File: config.mk
export PLATFORM = sky130hd
export DESIGN_NAME = esq_top
export DESIGN_NICKNAME = d
export VERILOG_FILES = /design/src/design/esq_pkg.sv /design/src/design/esq_sync_if.sv /design/src/design/esq_sync.sv /design/src/design/esq_top.sv
export VERILOG_INCLUDE_DIRS = /design/src /design/src/design
export SDC_FILE = /design/constraint.sdc
export NUM_CORES = 1
export LEC_CHECK = 0
export BUFFER_PORTS_ARGS = -buffer_cell sky130_fd_sc_hd__buf_2
export CORE_MARGIN = 5
export CORE_UTILIZATION = 55
export DETAILED_ROUTE_END_ITERATION = 10
export PLACE_DENSITY_LB_ADDON = 0.12
export REMOVE_ABC_BUFFERS = 1
export SLEW_MARGIN = 20
export SYNTH_ARGS = -nofsm -noshare
export SYNTH_HDL_FRONTEND = slang
export SYNTH_HIERARCHICAL = 1
export SYNTH_SLANG_ARGS = --single-unit
File: constraint.sdc
create_clock -name CLK -period 3.8 [get_ports CLK]
set_input_delay 0.19 -clock CLK [delete_from_list [all_inputs] [get_ports CLK]]
set_output_delay 0.19 -clock CLK [all_outputs]
set_load 0.1 [all_outputs]
File: src/design/esq_defines.svh
/*
 * Constants for the enable/reset and recovery sequencer: timing figures,
 * derived cycle counts, configuration field positions and reset values.
 * Assumes a 50 MHz system clock; included by bare name.
 */
`ifndef ESQ_DEFINES_SVH
`define ESQ_DEFINES_SVH

`define ESQ_CLK_PERIOD_NS 20
// least low time of the enable pin, in microseconds
`define ESQ_T_OE_LOW_US 100
// least time rounds up
`define ESQ_OE_LOW_CYC ((`ESQ_T_OE_LOW_US * 1000 + `ESQ_CLK_PERIOD_NS - 1) / `ESQ_CLK_PERIOD_NS)
// longest recovery-on latency, in milliseconds
`define ESQ_T_REC_ON_MS 15
// longest time rounds down
`define ESQ_REC_ON_CYC ((`ESQ_T_REC_ON_MS * 1000000) / `ESQ_CLK_PERIOD_NS)
// longest recovery-off latency, in nanoseconds
`define ESQ_T_REC_OFF_NS 120
`define ESQ_REC_OFF_CYC ((`ESQ_T_REC_OFF_NS) / `ESQ_CLK_PERIOD_NS)

`define ESQ_CFG_W 8
`define ESQ_CFG_RESET 8'h00
`define ESQ_CFG_RETIMER_BIT 0
`define ESQ_CNT_W 20

`endif

File: src/design/esq_pkg.sv
/*
 * Types shared by the sequencer modules.
 * Assumes esq_defines.svh holds the widths.
 */
`include "esq_defines.svh"

package esq_pkg;
    typedef enum logic [1:0] {
        REC_OFF,
        REC_ACQUIRE,
        REC_ON
    } esq_rec_e;

    typedef logic [`ESQ_CFG_W-1:0] esq_cfg_t;
    typedef logic [`ESQ_CNT_W-1:0] esq_cnt_t;
endpackage

File: src/design/esq_sync_if.sv
/*
 * Carrier between the top and the pin synchroniser: raw pin level in,
 * clean level out. Assumes one clock domain on the sync side.
 */
`timescale 1ns/10ps

interface esq_sync_if;
    logic raw;
    logic synced;
    modport sink (input raw, output synced);
    modport user (output raw, input synced);
endinterface

File: src/design/esq_sync.sv
/*
 * Two-flop synchroniser for one asynchronous pin, frozen by the clock
 * enable. Assumes the pin level is quasi-static relative to CLK.
 */
`timescale 1ns/10ps

module esq_sync (
    // clock and reset
    input wire logic clk,
    input wire logic reset_n,
    input wire logic ce,
    // pin side and clean side
    esq_sync_if.sink port
);
    logic meta;
    logic stable;

    // the first stage feeds only the second stage
    always_ff @(posedge clk or negedge reset_n) begin
        if (!reset_n) begin
            meta <= 1'b0;
            stable <= 1'b0;
        end else if (ce) begin
            meta <= port.raw;
            stable <= meta;
        end
    end

    assign port.synced = stable;
endmodule

File: src/design/esq_top.sv
/*
 * Enable/reset sequencer with clock-data-recovery start and stop timing.
 * Assumes OE arrives straight from a pin or capacitor, while the config
 * write strobe and retimer request come from logic on CLK.
 */
// Behaviour
// while the enable is low every control input is ignored.
// while the enable is low the receive and transmit link pins float.
// the controller holds the enable low at least 100 us for a proper reset.
// a low pulse of at least the minimum length fully resets internal state.
// reset drops written configuration, which the controller must rewrite.
// the controller raises the enable only once the core supply is good.
// normal operation starts only after the enable goes high.
// recovery is running at most 15 ms after retimer mode is entered.
// recovery stops at most 120 ns after retimer mode is left.
// the controller keeps both supplies stable 100 us before pulling enable low.
// the enable is synchronised and config is held at default while it is low.
`timescale 1ns/10ps
`include "esq_defines.svh"

module esq_top #(
    parameter int OE_LOW_CYC = `ESQ_OE_LOW_CYC,
    parameter int REC_ON_CYC = `ESQ_REC_ON_CYC
) (
    // clock, reset, enable
    input wire logic CLK,
    input wire logic RESET_N,
    input wire logic CE,
    // enable pin
    input wire logic OE,
    // control inputs
    input wire logic CFG_WE,
    input wire logic [`ESQ_CFG_W-1:0] CFG_WDATA,
    input wire logic RETIMER_REQ,
    // status
    output logic DEV_ACTIVE,
    output logic [`ESQ_CFG_W-1:0] CFG_Q,
    output logic RESET_DONE,
    output logic SHORT_LOW,
    output logic CDR_ACTIVE,
    // link pin enables, low while driving
    output logic LINK_RX_OE_N,
    output logic LINK_TX_OE_N
);
    localparam int OFF_CYC = `ESQ_REC_OFF_CYC;

    esq_sync_if oe_if ();
    logic oe_on;
    logic oe_was;
    logic oe_rise;
    esq_pkg::esq_cnt_t low_cnt;
    logic low_long;
    logic retimer;
    esq_pkg::esq_rec_e rec_state;
    esq_pkg::esq_rec_e next_rec_state;
    esq_pkg::esq_cnt_t acq_cnt;

    assign oe_if.raw = OE;

    // pin synchroniser
    esq_sync u_oe_sync (
        .clk(CLK),
        .reset_n(RESET_N),
        .ce(CE),
        .port(oe_if)
    );

    assign oe_on = oe_if.synced;
    assign oe_rise = oe_on && !oe_was;
    assign low_long = (low_cnt >= esq_pkg::esq_cnt_t'(OE_LOW_CYC));

    always_ff @(posedge CLK or negedge RESET_N) begin
        if (!RESET_N) begin
            oe_was <= 1'b0;
        end else if (CE) begin
            oe_was <= oe_on;
        end
    end

    // low-time meter, saturating so a long hold never wraps
    always_ff @(posedge CLK or negedge RESET_N) begin
        if (!RESET_N) begin
            low_cnt <= '0;
        end else if (CE) begin
            if (oe_on) begin
                low_cnt <= '0;
            end else if (!low_long) begin
                low_cnt <= low_cnt + 1'b1;
            end
        end
    end

    // release marks a full reset or a too-short pulse
    always_ff @(posedge CLK or negedge RESET_N) begin
        if (!RESET_N) begin
            RESET_DONE <= 1'b0;
            SHORT_LOW <= 1'b0;
        end else if (CE) begin
            RESET_DONE <= oe_rise && low_long;
            if (oe_rise) begin
                SHORT_LOW <= !low_long;
            end
        end
    end

    // active only once the enable has risen
    always_ff @(posedge CLK or negedge RESET_N) begin
        if (!RESET_N) begin
            DEV_ACTIVE <= 1'b0;
        end else if (CE) begin
            DEV_ACTIVE <= oe_on;
        end
    end

    // link pins float while disabled
    always_ff @(posedge CLK or negedge RESET_N) begin
        if (!RESET_N) begin
            LINK_RX_OE_N <= 1'b1;
            LINK_TX_OE_N <= 1'b1;
        end else if (CE) begin
            LINK_RX_OE_N <= !oe_on;
            LINK_TX_OE_N <= !oe_on;
        end
    end

    // config held at default while low, writes only while enabled
    always_ff @(posedge CLK or negedge RESET_N) begin
        if (!RESET_N) begin
            CFG_Q <= `ESQ_CFG_RESET;
        end else if (CE) begin
            if (!oe_on) begin
                CFG_Q <= `ESQ_CFG_RESET;
            end else if (CFG_WE && DEV_ACTIVE) begin
                CFG_Q <= CFG_WDATA;
            end
        end
    end

    // retimer request gated by the enable
    always_ff @(posedge CLK or negedge RESET_N) begin
        if (!RESET_N) begin
            retimer <= 1'b0;
        end else if (CE) begin
            retimer <= oe_on && DEV_ACTIVE && RETIMER_REQ
                && CFG_Q[`ESQ_CFG_RETIMER_BIT];
        end
    end

    // recovery sequencing; leaving retimer mode wins at once
    always_comb begin
        next_rec_state = rec_state;
        case (rec_state)
            esq_pkg::REC_OFF: begin
                if (retimer) begin
                    next_rec_state = esq_pkg::REC_ACQUIRE;
                end
            end
            esq_pkg::REC_ACQUIRE: begin
                if (!retimer) begin
                    next_rec_state = esq_pkg::REC_OFF;
                // request flop, state entry and output flop take three edges
                end else if (acq_cnt >= esq_pkg::esq_cnt_t'(REC_ON_CYC - 3)) begin
                    next_rec_state = esq_pkg::REC_ON;
                end
            end
            esq_pkg::REC_ON: begin
                if (!retimer) begin
                    next_rec_state = esq_pkg::REC_OFF;
                end
            end
            default: begin
                next_rec_state = esq_pkg::REC_OFF;
            end
        endcase
    end

    always_ff @(posedge CLK or negedge RESET_N) begin
        if (!RESET_N) begin
            rec_state <= esq_pkg::REC_OFF;
        end else if (CE) begin
            rec_state <= next_rec_state;
        end
    end

    // acquisition counter only runs while acquiring
    always_ff @(posedge CLK or negedge RESET_N) begin
        if (!RESET_N) begin
            acq_cnt <= '0;
        end else if (CE) begin
            if (rec_state == esq_pkg::REC_ACQUIRE) begin
                acq_cnt <= acq_cnt + 1'b1;
            end else begin
                acq_cnt <= '0;
            end
        end
    end

    always_ff @(posedge CLK or negedge RESET_N) begin
        if (!RESET_N) begin
            CDR_ACTIVE <= 1'b0;
        end else if (CE) begin
            // enable low stops recovery at once, not one retimer flop later
            CDR_ACTIVE <= oe_on && (next_rec_state == esq_pkg::REC_ON);
        end
    end
endmodule

Yosys cells after proc, flatten, opt, wreduce, memory -nomap -nowiden
Index checks and enable logic that the tools add are counted.

cells by class
  add/subtract/negate cells = 2
  $lt $le $gt $ge = 2
  equal/unequal tests = 5
  mux-type cells = 10
  reduce and logical (&&, ||, !) cells = 14

operator list
  cell                                                                      number
  20-bit two-way mux                                                        3
  20-bit by 1-bit adder with 20-bit output (second input constant)          2
  20-bit by 13-bit >= comparator with 1-bit output (second input constant)  1
  20-bit >= comparator (second input constant)                              1
  8-bit two-way mux                                                         2
  2-bit two-way mux                                                         4
  1-bit logical AND                                                         7
  2-bit case mux with 3 select lines                                        1
  2-bit AND reduction                                                       3
  2-bit == test (second input constant)                                     2
  1-bit zero test                                                           3
  2-bit by 1-bit == test with 1-bit output (second input constant)          1
  2-bit zero test                                                           1
  2-bit by 1-bit != test with 1-bit output (second input constant)          1
  2-bit != test (second input constant)                                     1

storage, ports and cells
  bits in registers = 58
  output and inout port bits = 14
  word-level logic and storage cells = 45

Longest topological paths before layout
  depth after elaboration = 6
  gate-level depth with buffers = 7

Modules after synthesis
The synthesis kept the hierarchy.

modules (own cells, without submodules)
  module    instances  cells an instance  area each (sq um)  sequential area each (sq um)
  esq_top   1          278                2788.9             1402.6
  esq_sync  1          4                  72.6               50.0

Least setup slack after synthesis
Ideal clock, no wire load.

  path type = flip-flop to flip-flop
  from = reg DEV_ACTIVE
  to = reg CFG_Q[0]
  library setup time = 0.079 ns
  arrival time = 1.970 ns
  setup slack = 1.751 ns
  cell stages (with the launch flop) = 5
  path buffers = 0
  period minus slack after synthesis = 2.049 ns
  cells stage by stage = dfrtp_1 -> nand2_1 -> nor2_1 -> a22oi_1 -> o2bb2ai_1

on the way
  cells in the longest elaborated chain, start to end = 3

RTL lines
  element                               RTL line        text
  start, declared                       esq_top.sv:36   output logic DEV_ACTIVE,
  start signal, assigned                esq_top.sv:111  DEV_ACTIVE <= oe_on;
  1-bit logical AND                     esq_top.sv:133  end else if (CFG_WE && DEV_ACTIVE) begin
  2-bit != test (no source line)        n/a
  2-bit AND reduction (no source line)  n/a
  end signal, assigned                  esq_top.sv:129  CFG_Q <= `ESQ_CFG_RESET;
  end signal, assigned                  esq_top.sv:132  CFG_Q <= `ESQ_CFG_RESET;
  end, declared                         esq_top.sv:37   output logic [`ESQ_CFG_W-1:0] CFG_Q,

No other way between the ends.
A chain may end at the register's enable or synchronous reset.

Final worst setup path
  from = reg low_cnt[7]
  to = reg low_cnt[6]

on the way
  cells in the longest elaborated chain, start to end = 3

RTL lines
  element                                                    RTL line       text
  start, declared                                            esq_top.sv:51  esq_pkg::esq_cnt_t low_cnt;
  start signal, assigned                                     esq_top.sv:88  low_cnt <= low_cnt + 1'b1;
  20-bit by 13-bit >= comparator with 1-bit output           esq_top.sv:70  assign low_long = (low_cnt >= esq_pkg::esq_cnt_t'(OE_LOW_CYC));
  2-bit by 1-bit != test with 1-bit output (no source line)  n/a
  2-bit AND reduction (no source line)                       n/a

No other way between the ends.

==> metrics <==
post-detailed-placement half-perimeter wirelength 3.80 mm; failing checks hold timing; die area slightly below 0.007 mm²; Final min period roughly 2000 ps; setup TNS 0 ps; Primary FF master, synth dfrtp_1; WP data required 3990 ps; Critical Path Source Type flip-flop; final instance area 0.00324 mm²; I/O Pins 28; crit path kind flip-flop to flip-flop; final hold vios 17; maximum fanout along the worst path 13; DRC viols 0; clock sink count between 50 and 60; Total Routing Usage GR about 19%; Site Rows 26; number of setup buffers added after CTS 0; global route overflow 0; DP Cell Count about 370; most frequent cells in the layout 57 x dfrtp_1, 29 x nor2_1, 27 x buf_2; Seq/Total Area, Yosys between 50% and 60%; pin count of the biggest net entering global routing 59; final clock skew about 7.6 ps; DRT iter0 DRCs around 170; Num CTS Buffers 9; CTS HTree Levels 3; Worst setup EP type flip-flop; DR vias/cell a little under 6; flops & latches, synth 58; CP arrival 2250 ps; RR Endpoint low_cnt[6]; vias in the first global route 2162; Post-synth EDFFs 0; asr flop ratio synth 100%; DP Area slightly above 0.003 mm²; Vias approximately 2200; multiplexer share of the synthesized area under 10%; Compound-Gate Fraction of Synth Area 15.3%; Core Area between 0.005 and 0.006 mm²; initial antenna violation count 0; FILL cells approximately 420; Mapped Cells ~280; Min Hold Slack -33.9 ps; Yosys top cell area share around half; Worst Reg-to-Reg Cells 5; Detail Route Antenna Nets 0; diode count 0; final setup fails 0; adder-cell share of the synthesized area 2.19%; Worst Hold Class primary input to asynchronous set/reset pin; Peak Freq 486 MHz; CTS tree done; Synth Area in XOR/XNOR 5.20%; Synth Area in Simple Gates between 20% and 30%; Worst-Skew Late Latency between 300 and 400 ps; Final Slew Violations 0; GPL Wtd Cong about 0.76; Area contributors post-synth dfrtp_1 50%, xor2_1 4.3%, nor2_1 3.8%; Max clock buf depth 2; first-pass GRT wire length roughly 10 mm; WL/cell between 10 and 15 µm; Detailed Routing Iterations Pass 1 6; Final Net Count approximately 330; worst reg-to-reg setup slack 1740 ps; Least-Margin Pin Slew 1030 ps; Root Buffer clkbuf_8; Die W between 80 and 90 µm; VDD IR-drop max ~0.5 mV; largest family of logic cells by synthesized area simple AND/OR/NAND/NOR gates; Max-slew headroom between 30% and 40%; Synth Warn # 6; routed wire length 5.67 mm; Non-Filler Instances between 300 and 400; RSZ-0062 raised after global routing no; buffers added on ports 27; Post-Syn Area per Cell just over 10 µm²; Post-CTS Hold Buffers 0; Yosys top cell by area dfrtp_1; most common cell after layout, fill and taps aside dfrtp_1; post-synthesis cell area between 0.002 and 0.003 mm²; RR Startpoint low_cnt[7]; pwr/cell area ~530 mW/mm²; final worst-path cycle share between 50% and 60%; CTS resizes 0; status finished with violations; Clk pin slew, worst setup/hold paths about 70 ps; synth unique cells between 40 and 50; Die H 82.1 µm; area grow syn2layout 13.1%; proportion of layout cells with a drive suffix above 1 between 10% and 20%; number of max-cap violations 0; Starting Density 56.4%; leakage 1.48 nW
[worst max-delay path, stage by stage, from the launching register on]
cell      delay [ps]
dfrtp_1          450
nand4_1          120
o21ai_1          810
o21ai_2          200
a41oi_1          270
a211oi_1          70
[synth_stat cells, drive strengths merged (3+ instances only)]
cell type,count
a22oi,8
dfrtp,57
a41oi,3
o21ai,16
a31oi,3
o2bb2ai,8
nor3,6
nor2,30
nand4,10
mux2,3
ha,5
buf,6
nor4,4
xor2,14
o311ai,5
nand2,20
or3,3
and3,9
xnor2,3
clkbuf,6
nor2b,3
nand3,12
a21oi,4
and2,10
inv,12
[per-layer routing]
layer	vias up	GRT usage (%)	wire length, µm
met3	8	7.70	298
met5	-	0	0
met2	57	29.8	2700
li1	1077	-	-
met4	0	5.65	54
met1	1082	25.1	2620
[power by group]
part	switching, mW	total [mW]	internal [mW]
clock network	0.254	0.574	0.320
logic	0.323	0.414	0.0913
registers	0.0602	0.736	0.676
[layout make-up]
| class | count | area, µm² | share of cell area [%] |
|---|---|---|---|
| inverter | 12 | 45.0 | 1.39 |
| multi-input combinational | 200 | 1300 | 40.3 |
| tap | 70 | 87.6 | 2.71 |
| timing repair buffer | 28 | 143 | 4.41 |
| clock buffer | 10 | 138 | 4.25 |
| clock inverter | 6 | 66.3 | 2.05 |
| sequential | 58 | 1450 | 44.9 |
[cells by family after synthesis]
| kind of cell | after synthesis |
|---|---|
| AOI/OAI and AO/OA | 60 |
| xor gates and xnor gates | 17 |
| adders and majority gates | 5 |
| buffers and inverters | 24 |
| DFF | 58 |
| muxes | 5 |
| and+or+nand+nor | 113 |
[how the worst max path moves through the flow]
| stage | start | endpoint | cells after the start |
|---|---|---|---|
| 6_report | low_cnt[7] | low_cnt[6] | 5 |
| 5_1_grt | low_cnt[7] | low_cnt[6] | 5 |
| 4_1_cts | acq_cnt[2] | acq_cnt[19] | 5 |
| 3_5_place_dp | CE | acq_cnt[13] | 6 |
| 3_3_place_gp | CE | acq_cnt[13] | 6 |
| 2_1_floorplan | DEV_ACTIVE | CFG_Q[0] | 4 |
[flip-flops by register name, indices dropped and copies added (netlist names)]
name	flops
CDR_ACTIVE	1
CFG_Q	8
DEV_ACTIVE	1
LINK_TX_OE_N	1
RESET_DONE	1
SHORT_LOW	1
acq_cnt	20
low_cnt	20
rec_state	2
retimer	1
u_oe_sync/meta	1
u_oe_sync/port.synced	1
[metrics by stage]
step / setup slack, ps / power (mW) / util [%] / hold WS, ps
4_1_cts: 1680 / 1.74 / 63.7 / 15.6
2_1_floorplan: 1750 / 1.07 / - / -106
6_report: 1740 / 1.72 / 63.8 / -33.9
5_1_grt: 1520 / 1.81 / 63.8 / 38.2
3_5_place_dp: 1530 / 1.16 / 59.6 / 380
3_3_place_gp: 1560 / 1.16 / 59.6 / 383
Note: power is estimated with default switching activity, not from simulation.
